`src/logic/clcd_pkg.sv`:
```
// Constants, register map and types for the lock controller and deserializer
//------------------------------------------------------------------------------
// Function
// - Power-up and every reset put the clock recovery unit in reference lock.
// - Reference lock disables the phase detector; serial data cannot move phase.
// - Data lock enables the phase detector so it tracks data for best phase.
// - Auto mode enters data lock on ppm in range, plus signal present in PIPE.
// - Auto mode leaves data lock on ppm out of range or PIPE signal loss.
// - Outside PIPE mode automatic transitions ignore signal present.
// - Auto mode: frequency lock rises entering data lock, falls leaving it.
// - Manual mode sets state from force inputs; fabric drives those inputs.
// - Manual mode: frequency lock high in data lock, low in reference lock.
// - Without the force enable the controller runs in automatic mode.
// - Signal present follows the level detector with hysteresis against ringing.
// - Detection only with the 8B/10B block enabled; otherwise signal present high.
// - Independent recovery per channel; reference chosen from two adjacent PLLs.
// - Fast recovered clock drives deserializer; slow cadence drives coding blocks.
// - Serial bits assemble into an 8- or 10-bit word, first bit is LSB.
// - Half-rate clock: two bits captured per clock, one per edge.
// - The parallel word feeds the downstream word aligner.
//------------------------------------------------------------------------------
package clcd_pkg;

  //----------------------------------------------------------------------------
  // Register byte offsets
  //----------------------------------------------------------------------------
  localparam logic [11:0] OFS_CTRL     = 12'h000;
  localparam logic [11:0] OFS_STATUS   = 12'h004;
  localparam logic [11:0] OFS_INT_STAT = 12'h008;
  localparam logic [11:0] OFS_INT_MASK = 12'h00C;
  localparam logic [11:0] OFS_RX_WORD  = 12'h010;
  localparam logic [11:0] OFS_PPM_THR  = 12'h014;

  //----------------------------------------------------------------------------
  // Control field positions and reset values
  //----------------------------------------------------------------------------
  localparam int CTRL_LOCK_RST = 0;
  localparam int CTRL_PIPE     = 1;
  localparam int CTRL_CODEC_EN = 2;
  localparam int CTRL_FORCE_EN = 3;
  localparam int CTRL_REF_SEL  = 4;
  localparam int CTRL_WIDTH10  = 5;
  localparam int CTRL_W        = 6;
  localparam logic [5:0]  CTRL_RST    = 6'h20;
  localparam logic [11:0] PPM_THR_RST = 12'h0004;

  //----------------------------------------------------------------------------
  // Interrupt event bit positions
  //----------------------------------------------------------------------------
  localparam int EV_LOCK_GAIN = 0;
  localparam int EV_LOCK_LOSS = 1;
  localparam int EV_SIG_GAIN  = 2;
  localparam int EV_SIG_LOSS  = 3;
  localparam int EV_WORD      = 4;
  localparam int EV_W         = 5;

  //----------------------------------------------------------------------------
  // Timing
  //----------------------------------------------------------------------------
  localparam int CLK_PERIOD_NS  = 10;
  localparam int SIG_FILT_NS    = 100;
  localparam int SIG_FILT_CYC   = (SIG_FILT_NS + CLK_PERIOD_NS - 1) / CLK_PERIOD_NS;
  localparam int PPM_WINDOW_RST = 1024;
  localparam int WORD10_PAIRS   = 5;
  localparam int WORD8_PAIRS    = 4;

  //----------------------------------------------------------------------------
  // Types
  //----------------------------------------------------------------------------
  typedef enum logic [0:0] {
    ST_REF_LOCK  = 1'b0,
    ST_DATA_LOCK = 1'b1
  } clcd_state_t;

endpackage : clcd_pkg

```
`src/logic/clcd_top.sv`:
```
// Lock-state controller, signal detect, ppm check and deserializer with APB
`timescale 1ns/1ps
module clcd_top
  import clcd_pkg::*;
#(
  parameter int ADDR_W     = 12,
  parameter int PPM_WINDOW = PPM_WINDOW_RST,
  parameter int CNT_W      = 12
) (
  input  wire logic              sys_clk,     // System clock, 100 MHz
  input  wire logic              rst_n,       // Async reset, active low
  input  wire logic [ADDR_W-1:0] paddr,       // APB address
  input  wire logic              psel,        // APB select
  input  wire logic              penable,     // APB enable
  input  wire logic              pwrite,      // APB direction
  input  wire logic [31:0]       pwdata,      // APB write data
  output logic      [31:0]       prdata,      // APB read data
  output logic                   pready,      // APB ready
  output logic                   pslverr,     // APB error on unmapped address
  input  wire logic              refTogA,     // Toggle from first PLL reference
  input  wire logic              refTogB,     // Toggle from second PLL reference
  input  wire logic              recTog,      // Toggle from recovered clock
  input  wire logic              levelHigh,   // Input level above upper threshold
  input  wire logic              levelLow,    // Input level below lower threshold
  input  wire logic              forceRef,    // Fabric request for reference lock
  input  wire logic              forceData,   // Fabric request for data lock
  input  wire logic [1:0]        serPair,     // Two serial samples per clock
  output logic                   phaseDetEn,  // Phase detector enable
  output logic                   freqLocked,  // Frequency locked
  output logic                   sigPresent,  // Signal present
  output logic      [9:0]        parWord,     // Word to the word aligner
  output logic                   parValid,    // Word strobe
  output logic                   irq          // Level interrupt
);

  //----------------------------------------------------------------------------
  // Declarations
  //----------------------------------------------------------------------------
  localparam int NSYNC = 5;

  logic [CTRL_W-1:0] ctrl;
  logic [CNT_W-1:0]  ppmThr;
  logic [EV_W-1:0]   intStat;
  logic [EV_W-1:0]   intMask;
  logic [EV_W-1:0]   events;
  logic [9:0]        rxWord;
  logic              wordFresh;

  logic [NSYNC-1:0]  asyncIn;
  logic [NSYNC-1:0]  syncS1;
  logic [NSYNC-1:0]  syncS2;
  logic [NSYNC-1:0]  syncS3;
  logic [NSYNC-1:0]  syncOut;

  logic              refLevel;
  logic              refLevelD;
  logic              recLevelD;
  logic              refEdge;
  logic              recEdge;
  logic [CNT_W-1:0]  refCnt;
  logic [CNT_W-1:0]  recCnt;
  logic [CNT_W-1:0]  cntDiff;
  logic              inRange;

  logic              sigRaw;
  logic [7:0]        sigFilt;
  logic              sigDet;
  logic              next_sigPresent;

  clcd_state_t       state;
  clcd_state_t       next_state;
  clcd_state_t       autoNext;

  logic              setup;
  logic              access;
  logic              wrEn;
  logic              rdEn;
  logic              mapped;
  logic [31:0]       rdMux;
  logic [9:0]        deserWord;
  logic              deserValid;

  //----------------------------------------------------------------------------
  // Pin synchronisers: a change counts once stages two and three agree
  //----------------------------------------------------------------------------
  assign asyncIn = {levelLow, levelHigh, recTog, refTogB, refTogA};

  genvar gi;
  generate
    for (gi = 0; gi < NSYNC; gi++) begin : g_sync
      always_ff @(posedge sys_clk or negedge rst_n) begin
        if (!rst_n) begin
          syncS1[gi]  <= 1'b0;
          syncS2[gi]  <= 1'b0;
          syncS3[gi]  <= 1'b0;
          syncOut[gi] <= 1'b0;
        end else begin
          syncS1[gi] <= asyncIn[gi];
          syncS2[gi] <= syncS1[gi];
          syncS3[gi] <= syncS2[gi];
          if (syncS2[gi] == syncS3[gi]) begin
            syncOut[gi] <= syncS3[gi];
          end
        end
      end
    end
  endgenerate

  //----------------------------------------------------------------------------
  // Frequency check: recovered edges against selected reference edges
  //----------------------------------------------------------------------------
  assign refLevel = ctrl[CTRL_REF_SEL] ? syncOut[1] : syncOut[0];
  assign refEdge  = refLevel ^ refLevelD;
  assign recEdge  = syncOut[2] ^ recLevelD;
  assign cntDiff  = (recCnt > refCnt) ? (recCnt - refCnt) : (refCnt - recCnt);

  always_ff @(posedge sys_clk or negedge rst_n) begin
    if (!rst_n) begin
      refLevelD <= 1'b0;
      recLevelD <= 1'b0;
    end else begin
      refLevelD <= refLevel;
      recLevelD <= syncOut[2];
    end
  end

  // A window closes after a fixed number of reference edges
  always_ff @(posedge sys_clk or negedge rst_n) begin
    if (!rst_n) begin
      refCnt  <= '0;
      recCnt  <= '0;
      inRange <= 1'b0;
    end else if (ctrl[CTRL_LOCK_RST]) begin
      refCnt  <= '0;
      recCnt  <= '0;
      inRange <= 1'b0;
    end else if (refEdge && (refCnt == CNT_W'(PPM_WINDOW - 1))) begin
      inRange <= (cntDiff <= ppmThr);
      refCnt  <= '0;
      recCnt  <= CNT_W'(recEdge);
    end else begin
      refCnt <= refCnt + CNT_W'(refEdge);
      recCnt <= recCnt + CNT_W'(recEdge);
    end
  end

  //----------------------------------------------------------------------------
  // Signal detect with hysteresis and ringing filter
  //----------------------------------------------------------------------------
  // Sets above the upper threshold, clears only below the lower one
  always_ff @(posedge sys_clk or negedge rst_n) begin
    if (!rst_n) begin
      sigRaw <= 1'b0;
    end else if (syncOut[3]) begin
      sigRaw <= 1'b1;
    end else if (syncOut[4]) begin
      sigRaw <= 1'b0;
    end
  end

  // Must hold steady for the filter time before the output follows
  always_ff @(posedge sys_clk or negedge rst_n) begin
    if (!rst_n) begin
      sigFilt <= 8'h00;
      sigDet  <= 1'b0;
    end else if (sigRaw == sigDet) begin
      sigFilt <= 8'h00;
    end else if (sigFilt == 8'(SIG_FILT_CYC - 1)) begin
      sigFilt <= 8'h00;
      sigDet  <= sigRaw;
    end else begin
      sigFilt <= sigFilt + 8'h01;
    end
  end

  assign next_sigPresent = ctrl[CTRL_CODEC_EN] ? sigDet : 1'b1;

  always_ff @(posedge sys_clk or negedge rst_n) begin
    if (!rst_n) begin
      sigPresent <= 1'b1;
    end else begin
      sigPresent <= next_sigPresent;
    end
  end

  //----------------------------------------------------------------------------
  // Lock-state controller
  //----------------------------------------------------------------------------
  always_comb begin
    autoNext = state;
    case (state)
      ST_REF_LOCK: begin
        if (inRange && (!ctrl[CTRL_PIPE] || sigPresent)) begin
          autoNext = ST_DATA_LOCK;
        end
      end
      ST_DATA_LOCK: begin
        if (!inRange || (ctrl[CTRL_PIPE] && !sigPresent)) begin
          autoNext = ST_REF_LOCK;
        end
      end
      default: begin
        autoNext = ST_REF_LOCK;
      end
    endcase
  end

  always_comb begin
    if (ctrl[CTRL_LOCK_RST]) begin
      next_state = ST_REF_LOCK;
    end else if (ctrl[CTRL_FORCE_EN] && forceRef) begin
      next_state = ST_REF_LOCK;
    end else if (ctrl[CTRL_FORCE_EN] && forceData) begin
      next_state = ST_DATA_LOCK;
    end else begin
      next_state = autoNext;
    end
  end

  always_ff @(posedge sys_clk or negedge rst_n) begin
    if (!rst_n) begin
      state <= ST_REF_LOCK;
    end else begin
      state <= next_state;
    end
  end

  // Outputs follow the state in the same cycle it is entered
  always_ff @(posedge sys_clk or negedge rst_n) begin
    if (!rst_n) begin
      phaseDetEn <= 1'b0;
      freqLocked <= 1'b0;
    end else begin
      phaseDetEn <= (next_state == ST_DATA_LOCK);
      freqLocked <= (next_state == ST_DATA_LOCK);
    end
  end

  //----------------------------------------------------------------------------
  // Deserializer; words only leave while tracking data
  //----------------------------------------------------------------------------
  clcd_deser u_deser (
    .sys_clk  (sys_clk),
    .rst_n    (rst_n),
    .serPair  (serPair),
    .width10  (ctrl[CTRL_WIDTH10]),
    .enable   (phaseDetEn),
    .parWord  (deserWord),
    .parValid (deserValid)
  );

  always_ff @(posedge sys_clk or negedge rst_n) begin
    if (!rst_n) begin
      parWord  <= 10'h000;
      parValid <= 1'b0;
    end else begin
      parWord  <= deserWord;
      parValid <= deserValid;
    end
  end

  //----------------------------------------------------------------------------
  // Events and interrupt
  //----------------------------------------------------------------------------
  assign events[EV_LOCK_GAIN] = (state == ST_REF_LOCK) && (next_state == ST_DATA_LOCK);
  assign events[EV_LOCK_LOSS] = (state == ST_DATA_LOCK) && (next_state == ST_REF_LOCK);
  assign events[EV_SIG_GAIN]  = !sigPresent && next_sigPresent;
  assign events[EV_SIG_LOSS]  = sigPresent && !next_sigPresent;
  assign events[EV_WORD]      = deserValid;

  // A new event in the clearing cycle stays set
  always_ff @(posedge sys_clk or negedge rst_n) begin
    if (!rst_n) begin
      intStat <= '0;
    end else if (wrEn && (paddr == ADDR_W'(OFS_INT_STAT))) begin
      intStat <= (intStat & ~pwdata[EV_W-1:0]) | events;
    end else begin
      intStat <= intStat | events;
    end
  end

  always_ff @(posedge sys_clk or negedge rst_n) begin
    if (!rst_n) begin
      irq <= 1'b0;
    end else begin
      irq <= |(intStat & intMask);
    end
  end

  //----------------------------------------------------------------------------
  // Received word capture, fresh flag cleared by reading it
  //----------------------------------------------------------------------------
  always_ff @(posedge sys_clk or negedge rst_n) begin
    if (!rst_n) begin
      rxWord    <= 10'h000;
      wordFresh <= 1'b0;
    end else if (deserValid) begin
      rxWord    <= deserWord;
      wordFresh <= 1'b1;
    end else if (rdEn && (paddr == ADDR_W'(OFS_RX_WORD))) begin
      wordFresh <= 1'b0;
    end
  end

  //----------------------------------------------------------------------------
  // APB slave: no wait states, answer in the first access cycle
  //----------------------------------------------------------------------------
  assign setup  = psel && !penable;
  assign access = psel && penable && pready;
  assign wrEn   = access && pwrite;
  assign rdEn   = access && !pwrite;

  always_comb begin
    mapped = 1'b1;
    rdMux  = 32'h0000_0000;
    if (paddr == ADDR_W'(OFS_CTRL)) begin
      rdMux[CTRL_W-1:0] = ctrl;
    end else if (paddr == ADDR_W'(OFS_STATUS)) begin
      rdMux[5:0] = {wordFresh, inRange, sigPresent, freqLocked, phaseDetEn, state};
    end else if (paddr == ADDR_W'(OFS_INT_STAT)) begin
      rdMux[EV_W-1:0] = intStat;
    end else if (paddr == ADDR_W'(OFS_INT_MASK)) begin
      rdMux[EV_W-1:0] = intMask;
    end else if (paddr == ADDR_W'(OFS_RX_WORD)) begin
      rdMux[9:0] = rxWord;
    end else if (paddr == ADDR_W'(OFS_PPM_THR)) begin
      rdMux[CNT_W-1:0] = ppmThr;
    end else begin
      mapped = 1'b0;
    end
  end

  always_ff @(posedge sys_clk or negedge rst_n) begin
    if (!rst_n) begin
      pready  <= 1'b0;
      pslverr <= 1'b0;
      prdata  <= 32'h0000_0000;
    end else begin
      pready  <= setup;
      pslverr <= setup && !mapped;
      if (setup && !pwrite) begin
        prdata <= rdMux;
      end
    end
  end

  always_ff @(posedge sys_clk or negedge rst_n) begin
    if (!rst_n) begin
      ctrl    <= CTRL_RST;
      intMask <= '0;
      ppmThr  <= CNT_W'(PPM_THR_RST);
    end else if (wrEn) begin
      if (paddr == ADDR_W'(OFS_CTRL)) begin
        ctrl <= pwdata[CTRL_W-1:0];
      end else if (paddr == ADDR_W'(OFS_INT_MASK)) begin
        intMask <= pwdata[EV_W-1:0];
      end else if (paddr == ADDR_W'(OFS_PPM_THR)) begin
        ppmThr <= pwdata[CNT_W-1:0];
      end
    end
  end

endmodule : clcd_top

```
`src/logic/clcd_deser.sv`:
```
// Half-rate serial-to-parallel converter, 8- or 10-bit words, LSB first
`timescale 1ns/1ps
module clcd_deser
  import clcd_pkg::*;
(
  input  wire logic       sys_clk,  // Fast recovered clock, half bit rate
  input  wire logic       rst_n,    // Async reset, active low
  input  wire logic [1:0] serPair,  // Bit 0 rising-edge sample, bit 1 falling
  input  wire logic       width10,  // High: 10-bit words, low: 8-bit
  input  wire logic       enable,   // Word output allowed
  output logic      [9:0] parWord,  // Assembled word
  output logic            parValid  // One-cycle word strobe
);

  logic [9:0] shiftReg;
  logic [2:0] pairCnt;
  logic [2:0] lastPair;

  assign lastPair = width10 ? 3'(WORD10_PAIRS - 1) : 3'(WORD8_PAIRS - 1);

  //----------------------------------------------------------------------------
  // Shift in two bits per clock; earliest bit ends in bit 0
  //----------------------------------------------------------------------------
  always_ff @(posedge sys_clk or negedge rst_n) begin
    if (!rst_n) begin
      shiftReg <= 10'h000;
    end else if (width10) begin
      shiftReg <= {serPair[1], serPair[0], shiftReg[9:2]};
    end else begin
      shiftReg <= {2'b00, serPair[1], serPair[0], shiftReg[7:2]};
    end
  end

  always_ff @(posedge sys_clk or negedge rst_n) begin
    if (!rst_n) begin
      pairCnt <= 3'h0;
    end else if (pairCnt >= lastPair) begin
      pairCnt <= 3'h0;
    end else begin
      pairCnt <= pairCnt + 3'h1;
    end
  end

  //----------------------------------------------------------------------------
  // Word strobe marks the slow cadence for the coding layer
  //----------------------------------------------------------------------------
  always_ff @(posedge sys_clk or negedge rst_n) begin
    if (!rst_n) begin
      parWord  <= 10'h000;
      parValid <= 1'b0;
    end else begin
      parValid <= enable && (pairCnt == lastPair);
      if (pairCnt == lastPair) begin
        if (width10) begin
          parWord <= {serPair[1], serPair[0], shiftReg[9:2]};
        end else begin
          parWord <= {2'b00, serPair[1], serPair[0], shiftReg[7:2]};
        end
      end
    end
  end

endmodule : clcd_deser

```
`config.mk`:
```
export PLATFORM = sky130hd
export DESIGN_NAME = clcd_top
export DESIGN_NICKNAME = d
export VERILOG_FILES = /design/src/logic/clcd_pkg.sv /design/src/logic/clcd_top.sv /design/src/logic/clcd_deser.sv
export SDC_FILE = /design/constraint.sdc
export NUM_CORES = 1
export LEC_CHECK = 0
export ABC_AREA = 1
export BUFFER_PORTS_ARGS = -buffer_cell sky130_fd_sc_hd__clkbuf_2
export CAP_MARGIN = 20
export CORE_MARGIN = 2
export CORE_UTILIZATION = 54
export DETAILED_ROUTE_END_ITERATION = 8
export PLACE_DENSITY = 0.74
export SETUP_SLACK_MARGIN = 0.4
export SLEW_MARGIN = 15
export SYNTH_ARGS = -nofsm -noshare
export SYNTH_HDL_FRONTEND = slang
export SYNTH_SLANG_ARGS = --single-unit
```
`constraint.sdc`:
```
create_clock -name sys_clk -period 3 [get_ports sys_clk]
set_input_delay 0.45 -clock sys_clk [delete_from_list [all_inputs] [get_ports sys_clk]]
set_output_delay 0.45 -clock sys_clk [all_outputs]
set_load 0.05 [all_outputs]
```
==> impl_metrics.env, run 1 <==
export IMPL_rows=44
export IMPL_drive_gt1_frac=0.213
export IMPL_die_h_um=125
export IMPL_max_freq_mhz=356
export IMPL_yosysUniqueCellTypes=43
export IMPL_fin_area_sq_mm=0.00958
export IMPL_finalWeightedCongestion=0.937
export IMPL_switchingPower_mw=4.14
export IMPL_setup_tns_ns=0
export IMPL_yosysWarnings=0
export IMPL_power_mw=9.83
export IMPL_required_ns=3.36
export IMPL_clk_latency_ns=0.42
export IMPL_cts_buffers_inserted=17
export IMPL_crit_slowest_cell="dfrtp_1"
export IMPL_pwr_share_clk=0.208
export IMPL_area_delta_synth_final_pct=21.4
export IMPL_failed_checks="hold timing"
export IMPL_skew_ns=0.00491
export IMPL_multiInputGateArea_sq_mm=0.00389
export IMPL_ctsLongestPathBuffers=2
export IMPL_fin_ws_ns=0.190
export IMPL_run_status="finished, violations left"
export IMPL_critPathTopFamily="simple AND/OR/NAND/NOR gates"
export IMPL_cpPeakStageDelay_ns=0.41
export IMPL_cts_max_level=4
export IMPL_p_comb_frac=0.561
export IMPL_cap_violations=0
export IMPL_period_needed_ns=2.81
export IMPL_ys_seq_area_frac=0.463
export IMPL_holdWs_ns=-0.0219
export IMPL_root_buffer="clkbuf_16"
export IMPL_seq_power_share=0.231
export IMPL_first_iter_violations=509
export IMPL_dieArea_sq_mm=0.0156
export IMPL_dpl_cell_area_sq_mm=0.00860
export IMPL_worstPathCellList="ha_2 > inv_2 > fa_2 > nand2_2 > nand2_4 > nand3_2 > nand3_2 > nand2_4 > buf_6 > nand2_2 > nand2_2 > inv_2 > ha_4 > a21oi_2 > o21ai_4 > nand2_2 > o211ai_1 > nor2_1 > nor2_1 > nor2_1"
export IMPL_end_kind="register"
export IMPL_die_w_um=125
export IMPL_relSlewSlack=0.532
export IMPL_wl_um=18400
export IMPL_antenna_found_initial=0
export IMPL_core_sq_mm=0.0144
export IMPL_route_detailed_drc=0
export IMPL_grt_pass1_wl_um=29200
export IMPL_dp_cells=1233
export IMPL_tritoncts="yes"
export IMPL_gr_total_overflow=0
export IMPL_holdCritPathClass="in -> async"
export IMPL_tightest_slew_ns=0.700
export IMPL_cellLeakagePower_nw=4.98
export IMPL_wl_per_cell_um=14.4
export IMPL_synthTopCellsByArea="dfrtp_1, nand2_1, ha_1, inv_1, nor2_1"
export IMPL_post_route_period_util=0.937
export IMPL_worstPathMaxFanout=5
export IMPL_synth_edf_count=0
export IMPL_syn_inst=959
export IMPL_start_util=0.547
export IMPL_post_dp_hpwl_um=13500
export IMPL_worstSetupPathType="reg -> reg"
export IMPL_antenna_cells=0
export IMPL_grt_pass1_vias=6129
export IMPL_post_cts_hold_buffer_count=0
export IMPL_ir_drop_uv=626
export IMPL_avgSynthCellArea_sq_um=8.23
export IMPL_ys_seq_elements=146
export IMPL_hold_viol=9
export IMPL_grt_use_total=0.234
export IMPL_boundaryPins=107
export IMPL_p_int_mw=5.69
export IMPL_syn_area_sq_mm=0.00789
export IMPL_synth_top_area_share=0.453
export IMPL_path_clk_slew_ns=0.06
export IMPL_dp_slack_ns=0.0226
export IMPL_yosys_most_used_dff="dfrtp_1"
export IMPL_vias=6520
export IMPL_drv_slew=0
export IMPL_drtPass1Iterations=5
export IMPL_cp_arrival_ns=3.17
export IMPL_port_buffers=66
export IMPL_cpMostUsedCell="nand2_2"
export IMPL_setup_viol=0
export IMPL_grt_max_degree=61
export IMPL_final_nets=1181
export IMPL_synth_top_area_cell="dfrtp_1"
export IMPL_n_fill_cell=1140
export IMPL_critPathLaunchType="register"
export IMPL_ant_nets=0
export IMPL_rsz0062_at_grt="true"
export IMPL_ys_async_sr_fraction=1.00
export IMPL_p_sw_frac=0.422
export IMPL_layout_cells_non_filler=1273
export IMPL_p_per_area_mw_per_mm2=1030
export IMPL_cts_sinks=146
export IMPL_seqCellArea_sq_mm=0.00366
export IMPL_path_buf_inv=3
export IMPL_vias_per_cell=5.12
[metrics by stage]
stage | utilization | hold slack, ns
after floorplan | - | 0.154
after global placement | 0.596 | 0.332
after detailed placement | 0.596 | 0.335
after CTS | 0.646 | 0.0125
after global routing | 0.664 | 0.0234
final | 0.664 | -0.0219
[cell usage after synthesis (3+ instances only)]
| library cell | instances |
|---|---|
| nor3_1 | 19 |
| o21bai_1 | 5 |
| o211ai_1 | 3 |
| buf_4 | 24 |
| o22ai_1 | 4 |
| clkbuf_2 | 3 |
| maj3_1 | 5 |
| dfstp_2 | 3 |
| nand3_1 | 47 |
| nand2_1 | 258 |
| buf_6 | 3 |
| o21ai_0 | 47 |
| xnor2_1 | 3 |
| o21ai_2 | 7 |
| o21ai_1 | 3 |
| dfrtp_1 | 143 |
| nor4_1 | 3 |
| nor3b_1 | 3 |
| inv_1 | 135 |
| a21oi_1 | 37 |
| xor2_1 | 24 |
| ha_1 | 45 |
| nand4_1 | 14 |
| clkbuf_1 | 3 |
| nor2_1 | 85 |
| inv_2 | 3 |
| mux2_2 | 6 |
[power groups by stage]
stage,Sequential (mW),Clock (mW),Combinational (mW)
after floorplan,2.31,0,2.94
after global placement,2.28,0,4.08
after detailed placement,2.28,0,4.16
after CTS,2.26,2.06,4.60
after global routing,2.29,2.14,6.14
final,2.27,2.04,5.52
[final timing paths]
check | startpoint | to | slack [ns] | cells after the start
setup / recovery | refCnt[0] | inRange | 0.19 | 20
hold / removal | rst_n | syncOut[3] | -0.02 | 1
setup reg to reg | refCnt[0] | inRange | 0.19 | 20
hold reg to reg | syncS1[2] | syncS2[2] | 0.35 | 0
max in group asynchronous | rst_n | ppmThr[2] | 2.26 | 2
min in group sys_clk | levelHigh | syncS1[3] | 0.13 | 1
[worst reg2reg max path, stage by stage (launching register included)]
cell and delay (ns):
dfrtp_1 0.41, ha_2 0.21, inv_2 0.04, fa_2 0.36, nand2_2 0.10, nand2_4 0.06
nand3_2 0.07, nand3_2 0.09, nand2_4 0.12, buf_6 0.13, nand2_2 0.06, nand2_2 0.08
inv_2 0.05, ha_4 0.25, a21oi_2 0.18, o21ai_4 0.07, nand2_2 0.05, o211ai_1 0.11
nor2_1 0.16, nor2_1 0.06, nor2_1 0.08
[state kept, by name, summed over array words and instances (netlist names), 3 cells and up]
name,cells
ppmThr,12
prdata,12
ctrl,6
sigFilt,8
u_deser.shiftReg,8
recCnt,12
u_deser.pairCnt,3
syncOut,5
intMask,5
rxWord,10
syncS1,5
syncS2,5
parWord,10
intStat,5
u_deser.parWord,10
refCnt,12
syncS3,5
[placed cells by master, fill, tap and decap left out, drive strengths merged, types with 6 or more instances in the layout]
cell type and n:
ha 45, nor3 19, inv 143, mux2 6, xor2 25, o21ai 57
nor2 89, clkbuf 84, conb 20, buf 49, nand2 261, dfrtp 143
nand3 49, nand4 16, a21oi 37
[logic make-up (layout without fill, tap and decap cells)]
family	Yosys count	after routing	share of synthesized area
and+or+nand+nor	443	443	0.238
buffers and inverters	173	284	0.0973
DFF	146	146	0.463
AOI/OAI and AO/OA	110	110	0.0777
adders and majority gates	52	52	0.0828
xor gates and xnor gates	28	28	0.0320
muxes	6	6	0.00856
other	1	20	0.000475
[timing repair]
action                     in CTS  in global routing
gates cloned                    1                  0
buffers inserted                3                  4
pin swaps                      10                 23
setup endpoints to repair       2                  3
resized for setup              29                 49
[per-layer routing]
| layer | share of wire | up-vias | track usage | routed length, um |
|---|---|---|---|---|
| li1 | - | 3236 | - | - |
| met1 | 0.48 | 3079 | 0.336 | 8730 |
| met2 | 0.45 | 180 | 0.353 | 8220 |
| met3 | 0.059 | 25 | 0.0550 | 1080 |
| met4 | 0.017 | 0 | 0.0791 | 318 |
| met5 | 0 | - | 0 | 0 |
[area by class of cell]
cell class,count,share of cell area
Multi-Input combinational cell,659,0.406
Clock buffer,19,0.0462
Timing Repair Buffer,114,0.0748
Inverter,138,0.0543
Sequential cell,146,0.382
Tap cell,184,0.0240
Clock inverter,13,0.0129
Power figures use the tool's default switching activity.
==> run 2: changes to the inputs <==
--- a/config.mk
+++ b/config.mk
@@ -6,14 +6,14 @@
 export NUM_CORES = 1
 export LEC_CHECK = 0
 export ABC_AREA = 1
-export BUFFER_PORTS_ARGS = -buffer_cell sky130_fd_sc_hd__clkbuf_2
+export BUFFER_PORTS_ARGS = -buffer_cell sky130_fd_sc_hd__buf_2
 export CAP_MARGIN = 20
 export CORE_MARGIN = 2
 export CORE_UTILIZATION = 54
 export DETAILED_ROUTE_END_ITERATION = 8
 export PLACE_DENSITY = 0.74
 export SETUP_SLACK_MARGIN = 0.4
-export SLEW_MARGIN = 15
+export SLEW_MARGIN = 20
 export SYNTH_ARGS = -nofsm -noshare
 export SYNTH_HDL_FRONTEND = slang
 export SYNTH_SLANG_ARGS = --single-unit
==> impl_metrics.env, run 2 (synthesized netlist as in run 1, its figures left out) <==
export IMPL_die_h_um=125
export IMPL_vias=6658
export IMPL_path_buf_inv=4
export IMPL_cp_endpoint="inRange"
export IMPL_worstPathCellList="buf_6 > ha_4 > inv_2 > fa_2 > nand2_2 > nand2_4 > nand3_2 > nand3_2 > nand2_4 > buf_6 > nand2_1 > nand2_1 > inv_1 > ha_1 > nand2_4 > o21ai_2 > nand2_1 > o211ai_1 > nor2_1 > nor2_1 > nor2_1"
export IMPL_cap_violations=0
export IMPL_p_int_mw=5.84
export IMPL_post_cts_hold_buffer_count=0
export IMPL_tightest_slew_ns=0.680
export IMPL_root_buffer="clkbuf_16"
export IMPL_cts_sinks=146
export IMPL_p_per_area_mw_per_mm2=1070
export IMPL_cts_buffers_inserted=17
export IMPL_antenna_cells=0
export IMPL_r2r_start="refCnt[0]"
export IMPL_holdWs_ns=0.0000673
export IMPL_layout_commonest_cell="nand2_1"
export IMPL_start_util=0.547
export IMPL_power_mw=10.3
export IMPL_cp_arrival_ns=3.18
export IMPL_mostFrequentLayoutCells="nand2_1, dfrtp_1, inv_1, nor2_1, buf_2"
export IMPL_drive_gt1_frac=0.224
export IMPL_finalWeightedCongestion=0.944
export IMPL_relSlewSlack=0.545
export IMPL_clk_latency_ns=0.43
export IMPL_crit_start="refCnt[0]"
export IMPL_post_route_period_util=0.958
export IMPL_die_w_um=125
export IMPL_area_delta_synth_final_pct=21.6
export IMPL_reg2reg_to="inRange"
export IMPL_core_sq_mm=0.0144
export IMPL_hold_viol=0
export IMPL_multiInputGateArea_sq_mm=0.00388
export IMPL_post_dp_hpwl_um=13300
export IMPL_critPathTopFamily="simple AND/OR/NAND/NOR gates"
export IMPL_ctsLongestPathBuffers=2
export IMPL_setup_viol=0
export IMPL_p_sw_frac=0.431
export IMPL_crit_cells=21
export IMPL_path_clk_slew_ns=0.06
export IMPL_n_fill_cell=1173
export IMPL_critPathLaunchType="register"
export IMPL_first_iter_violations=556
export IMPL_boundaryPins=107
export IMPL_p_comb_frac=0.588
export IMPL_skew_ns=0.00978
export IMPL_vias_per_cell=5.22
export IMPL_grt_pass1_wl_um=30200
export IMPL_drtPass1Iterations=7
export IMPL_cellLeakagePower_nw=5.00
export IMPL_grt_pass1_vias=6273
export IMPL_ir_drop_uv=826
export IMPL_rr_worst_depth=21
export IMPL_wl_um=18800
export IMPL_crit_slowest_cell="dfrtp_1"
export IMPL_gr_total_overflow=0
export IMPL_antenna_found_initial=0
export IMPL_period_needed_ns=2.87
export IMPL_switchingPower_mw=4.42
export IMPL_ant_nets=0
export IMPL_reg2reg_slack_ns=0.13
export IMPL_max_freq_mhz=348
export IMPL_required_ns=3.31
export IMPL_setup_tns_ns=0
export IMPL_run_status="finished, final reports clean"
export IMPL_wl_per_cell_um=14.7
export IMPL_end_kind="register"
export IMPL_port_buffers=66
export IMPL_seq_power_share=0.221
export IMPL_pwr_share_clk=0.192
export IMPL_final_nets=1183
export IMPL_cpPeakStageDelay_ns=0.41
export IMPL_tritoncts="yes"
export IMPL_holdCritPathClass="in -> async"
export IMPL_grt_max_degree=61
export IMPL_drv_slew=0
export IMPL_dieArea_sq_mm=0.0156
export IMPL_grt_use_total=0.241
export IMPL_worstPathMaxFanout=4
export IMPL_cts_max_level=4
export IMPL_route_detailed_drc=0
export IMPL_rsz0062_at_grt="true"
export IMPL_seqCellArea_sq_mm=0.00366
export IMPL_worstSetupPathType="reg -> reg"
export IMPL_rows=44
## run 2: cell count changes in the layout (fill, tap and decap cells not counted), sizes merged
cell / change
buf: +67
bufinv: -1
clkbuf: -66
clkinv: +1
inv: +1
## run 2: repair_timing
action,CTS,global route
pin swaps,15,28
hold endpoints to repair,0,0
setup buffers,4,7
resized for setup,37,51
setup endpoints to repair,1,3
## run 2: final cells by class
class	instances	share of cell area
Sequential cell	146	0.381
Tap cell	184	0.0240
Multi-Input combinational cell	659	0.405
Timing Repair Buffer	116	0.0779
Inverter	138	0.0543
Clock inverter	14	0.0130
Clock buffer	18	0.0447
## run 2: worst min path at each step
stage                         start  cells after the start          to
after floorplan               rst_n                      0     ctrl[0]
after global placement    syncS1[0]                      0   syncS2[0]
after detailed placement  syncS1[2]                      0   syncS2[2]
after CTS                     rst_n                      1  syncOut[4]
after global routing          rst_n                      1  syncOut[4]
final                         rst_n                      1  syncOut[4]
## run 2: layer usage
| layer | GRT usage | up-vias | wire length, um |
|---|---|---|---|
| met5 | 0 | - | 0 |
| li1 | - | 3261 | - |
| met2 | 0.368 | 260 | 8720 |
| met1 | 0.349 | 3109 | 8530 |
| met3 | 0.0494 | 28 | 1260 |
| met4 | 0.0778 | 0 | 292 |
## run 2: worst reg2reg max path, stage by stage, from the launching register on
cell and delay [ns]:
dfrtp_1 0.41, buf_6 0.12, ha_4 0.13, inv_2 0.05
fa_2 0.36, nand2_2 0.10, nand2_4 0.06, nand3_2 0.07
nand3_2 0.09, nand2_4 0.11, buf_6 0.12, nand2_1 0.05
nand2_1 0.07, inv_1 0.06, ha_1 0.32, nand2_4 0.08
o21ai_2 0.13, nand2_1 0.06, o211ai_1 0.11, nor2_1 0.08
nor2_1 0.12, nor2_1 0.06
## run 2: metrics by stage
stage,utilization,instance area (sq um),setup slack [ns],std cells
finish,0.665,9590,0.126,1275
global route,0.665,9590,-0.0446,1275
CTS,0.646,9320,0.236,1268
detailed placement,0.595,8590,0.0953,1232
global placement,0.595,8590,0.115,1232
floorplan,-,7970,0.408,978
## run 2: power groups by stage
stage / sequential, mW / clock (mW) / combinational (mW)
global placement: 2.28 / 0 / 4.08
finish: 2.26 / 1.97 / 6.03
global route: 2.29 / 2.09 / 6.64
floorplan: 2.31 / 0 / 2.94
CTS: 2.25 / 2.00 / 4.84
detailed placement: 2.29 / 0 / 4.17
==> run 3: changes to the inputs <==
--- a/config.mk
+++ b/config.mk
@@ -9,9 +9,11 @@
 export BUFFER_PORTS_ARGS = -buffer_cell sky130_fd_sc_hd__buf_2
 export CAP_MARGIN = 20
 export CORE_MARGIN = 2
-export CORE_UTILIZATION = 54
+export CORE_UTILIZATION = 40
+export CTS_CLUSTER_DIAMETER = 100
 export DETAILED_ROUTE_END_ITERATION = 8
-export PLACE_DENSITY = 0.74
+export MAX_ROUTING_LAYER = met4
+export PLACE_DENSITY = 0.57
 export SETUP_SLACK_MARGIN = 0.4
 export SLEW_MARGIN = 20
 export SYNTH_ARGS = -nofsm -noshare
==> impl_metrics.env, run 3 (synthesized netlist as in run 1, its figures left out) <==
export IMPL_first_iter_violations=378
export IMPL_drtPass1Iterations=5
export IMPL_gr_total_overflow=0
export IMPL_relSlewSlack=0.469
export IMPL_end_kind="register"
export IMPL_final_nets=1191
export IMPL_holdCritPathClass="in -> async"
export IMPL_cp_arrival_ns=3.08
export IMPL_crit_start="recCnt[0]"
export IMPL_cts_sinks=146
export IMPL_reg2reg_slack_ns=0.23
export IMPL_post_route_period_util=0.923
export IMPL_grt_pass1_wl_um=30800
export IMPL_dieArea_sq_mm=0.0209
export IMPL_grt_max_degree=85
export IMPL_layout_cells_non_filler=1364
export IMPL_max_freq_mhz=361
export IMPL_clk_latency_ns=0.42
export IMPL_cpPeakStageDelay_ns=0.40
export IMPL_vias=6406
export IMPL_root_buffer="clkbuf_16"
export IMPL_reg2reg_to="inRange"
export IMPL_worstPathCellList="inv_1 > ha_2 > inv_2 > fa_2 > nand2_2 > nand2_2 > nand3_2 > nand3_2 > nand2_4 > buf_6 > o21ai_0 > o21ai_1 > inv_1 > ha_4 > nand2_2 > o21bai_1 > a21oi_1 > nor2_1 > nor2_1 > nor2_1"
export IMPL_crit_slowest_cell="dfrtp_1"
export IMPL_area_delta_synth_final_pct=23.6
export IMPL_antenna_found_initial=0
export IMPL_fin_area_sq_mm=0.00976
export IMPL_route_met2_wl_um=8350
export IMPL_finalWeightedCongestion=0.924
export IMPL_post_dp_hpwl_um=14200
export IMPL_worstSetupPathType="reg -> reg"
export IMPL_cts_buffers_inserted=17
export IMPL_cp_endpoint="inRange"
export IMPL_met3_length_um=731
export IMPL_path_clk_slew_ns=0.07
export IMPL_dpl_cell_area_sq_mm=0.00876
export IMPL_dp_cells=1322
export IMPL_rr_worst_depth=20
export IMPL_rows=51
export IMPL_start_util=0.407
export IMPL_skew_ns=0.00914
export IMPL_cap_violations=0
export IMPL_critPathTopFamily="adder cells"
export IMPL_boundaryPins=107
export IMPL_ctsLongestPathBuffers=2
export IMPL_met1_length_um=9750
export IMPL_tightest_slew_ns=0.796
export IMPL_antenna_cells=0
export IMPL_die_h_um=144
export IMPL_drive_gt1_frac=0.229
export IMPL_hold_viol=0
export IMPL_ant_nets=0
export IMPL_path_buf_inv=4
export IMPL_wl_um=19100
export IMPL_grt_pass1_vias=6044
export IMPL_r2r_start="recCnt[0]"
export IMPL_rsz0062_at_grt="true"
export IMPL_setup_tns_ns=0
export IMPL_setup_viol=0
export IMPL_layout_commonest_cell="nand2_1"
export IMPL_cts_max_level=4
export IMPL_tritoncts="yes"
export IMPL_core_sq_mm=0.0194
export IMPL_p_per_area_mw_per_mm2=999
export IMPL_topRoutingLayerUsed="met4"
export IMPL_route_detailed_drc=0
export IMPL_port_buffers=66
export IMPL_n_fill_cell=1882
export IMPL_period_needed_ns=2.77
export IMPL_wl_per_cell_um=14.0
export IMPL_crit_cells=20
export IMPL_vias_per_cell=4.70
export IMPL_worstPathMaxFanout=6
export IMPL_die_w_um=144
export IMPL_run_status="finished, final reports clean"
export IMPL_ir_drop_uv=578
export IMPL_required_ns=3.32
export IMPL_grt_use_total=0.198
export IMPL_cellLeakagePower_nw=5.04
export IMPL_critPathLaunchType="register"
export IMPL_mostFrequentLayoutCells="nand2_1, dfrtp_1, inv_1, nor2_1, buf_2"
export IMPL_post_cts_hold_buffer_count=0
export IMPL_drv_slew=0
==> run 3: cell types whose count changed in the layout (fill, tap and decap cells not counted), moves of 2 or more <==
cell / previous run / this run
nor2_2: 6 / 8
a21oi_2: 7 / 10
buf_4: 44 / 53
nand2_4: 6 / 3
nand2_2: 14 / 11
dfrtp_1: 142 / 140
dfrtp_2: 1 / 3
a21oi_1: 30 / 27
nand2_1: 241 / 247
==> run 3: power breakdown <==
group	internal (mW)	switching [mW]	total, mW
Sequential	2.13	0.150	2.28
Clock	1.11	0.924	2.04
Combinational	2.39	3.04	5.43
Total	5.64	4.11	9.75
==> run 3: routing by layer <==
metal / vias to the layer above / GRT usage
met2: 143 / 0.288
met4: 0 / 0.0588
met3: 17 / 0.0334
li1: 3267 / -
met5: - / -
met1: 2979 / 0.284
==> run 3: how the worst min path moves through the flow <==
stage / startpoint / endpoint / depth (start not counted)
2_1_floorplan: rst_n / ctrl[0] / 0
3_3_place_gp: syncS1[0] / syncS2[0] / 0
3_5_place_dp: syncS1[1] / syncS2[1] / 0
4_1_cts: rst_n / intStat[2] / 1
5_1_grt: refTogA / syncS1[0] / 1
6_report: rst_n / intStat[2] / 1
==> run 3: per-stage QoR <==
| stage | setup WS, ns | total power [mW] | hold slack (ns) | util |
|---|---|---|---|---|
| floorplan | 0.408 | 5.25 | 0.154 | - |
| detailed placement | 0.105 | 6.56 | 0.336 | 0.451 |
| global route | 0.0428 | 10.6 | 0.108 | 0.503 |
| finish | 0.232 | 9.75 | 0.0776 | 0.503 |
| global placement | 0.0927 | 6.51 | 0.333 | 0.451 |
| CTS | 0.218 | 9.27 | 0.105 | 0.493 |
==> run 3: worst reg2reg max path: stages, from the launching register on <==
cell and delay (ns):
dfrtp_1 0.40, inv_1 0.07, ha_2 0.18, inv_2 0.05, fa_2 0.37, nand2_2 0.08
nand2_2 0.06, nand3_2 0.07, nand3_2 0.09, nand2_4 0.12, buf_6 0.13, o21ai_0 0.07
o21ai_1 0.09, inv_1 0.08, ha_4 0.26, nand2_2 0.04, o21bai_1 0.15, a21oi_1 0.15
nor2_1 0.07, nor2_1 0.09, nor2_1 0.05
==> run 3: final cells by class <==
type / count / area (sq um) / area share
repair buffers: 124 / 800 / 0.0819
inverters: 138 / 520 / 0.0533
multi-input cells: 659 / 3880 / 0.398
flip-flops and latches: 146 / 3660 / 0.375
clock buffers: 19 / 443 / 0.0454
well taps: 265 / 332 / 0.0340
clock inverters: 13 / 123 / 0.0126
==> run 3: what timing repair did <==
action                                 CTS  global route
endpoints found under the hold margin    0             0
gates resized for setup                 45            40
buffers inserted                         7             3
pin swaps                               22            15
setup endpoints to repair                1             2
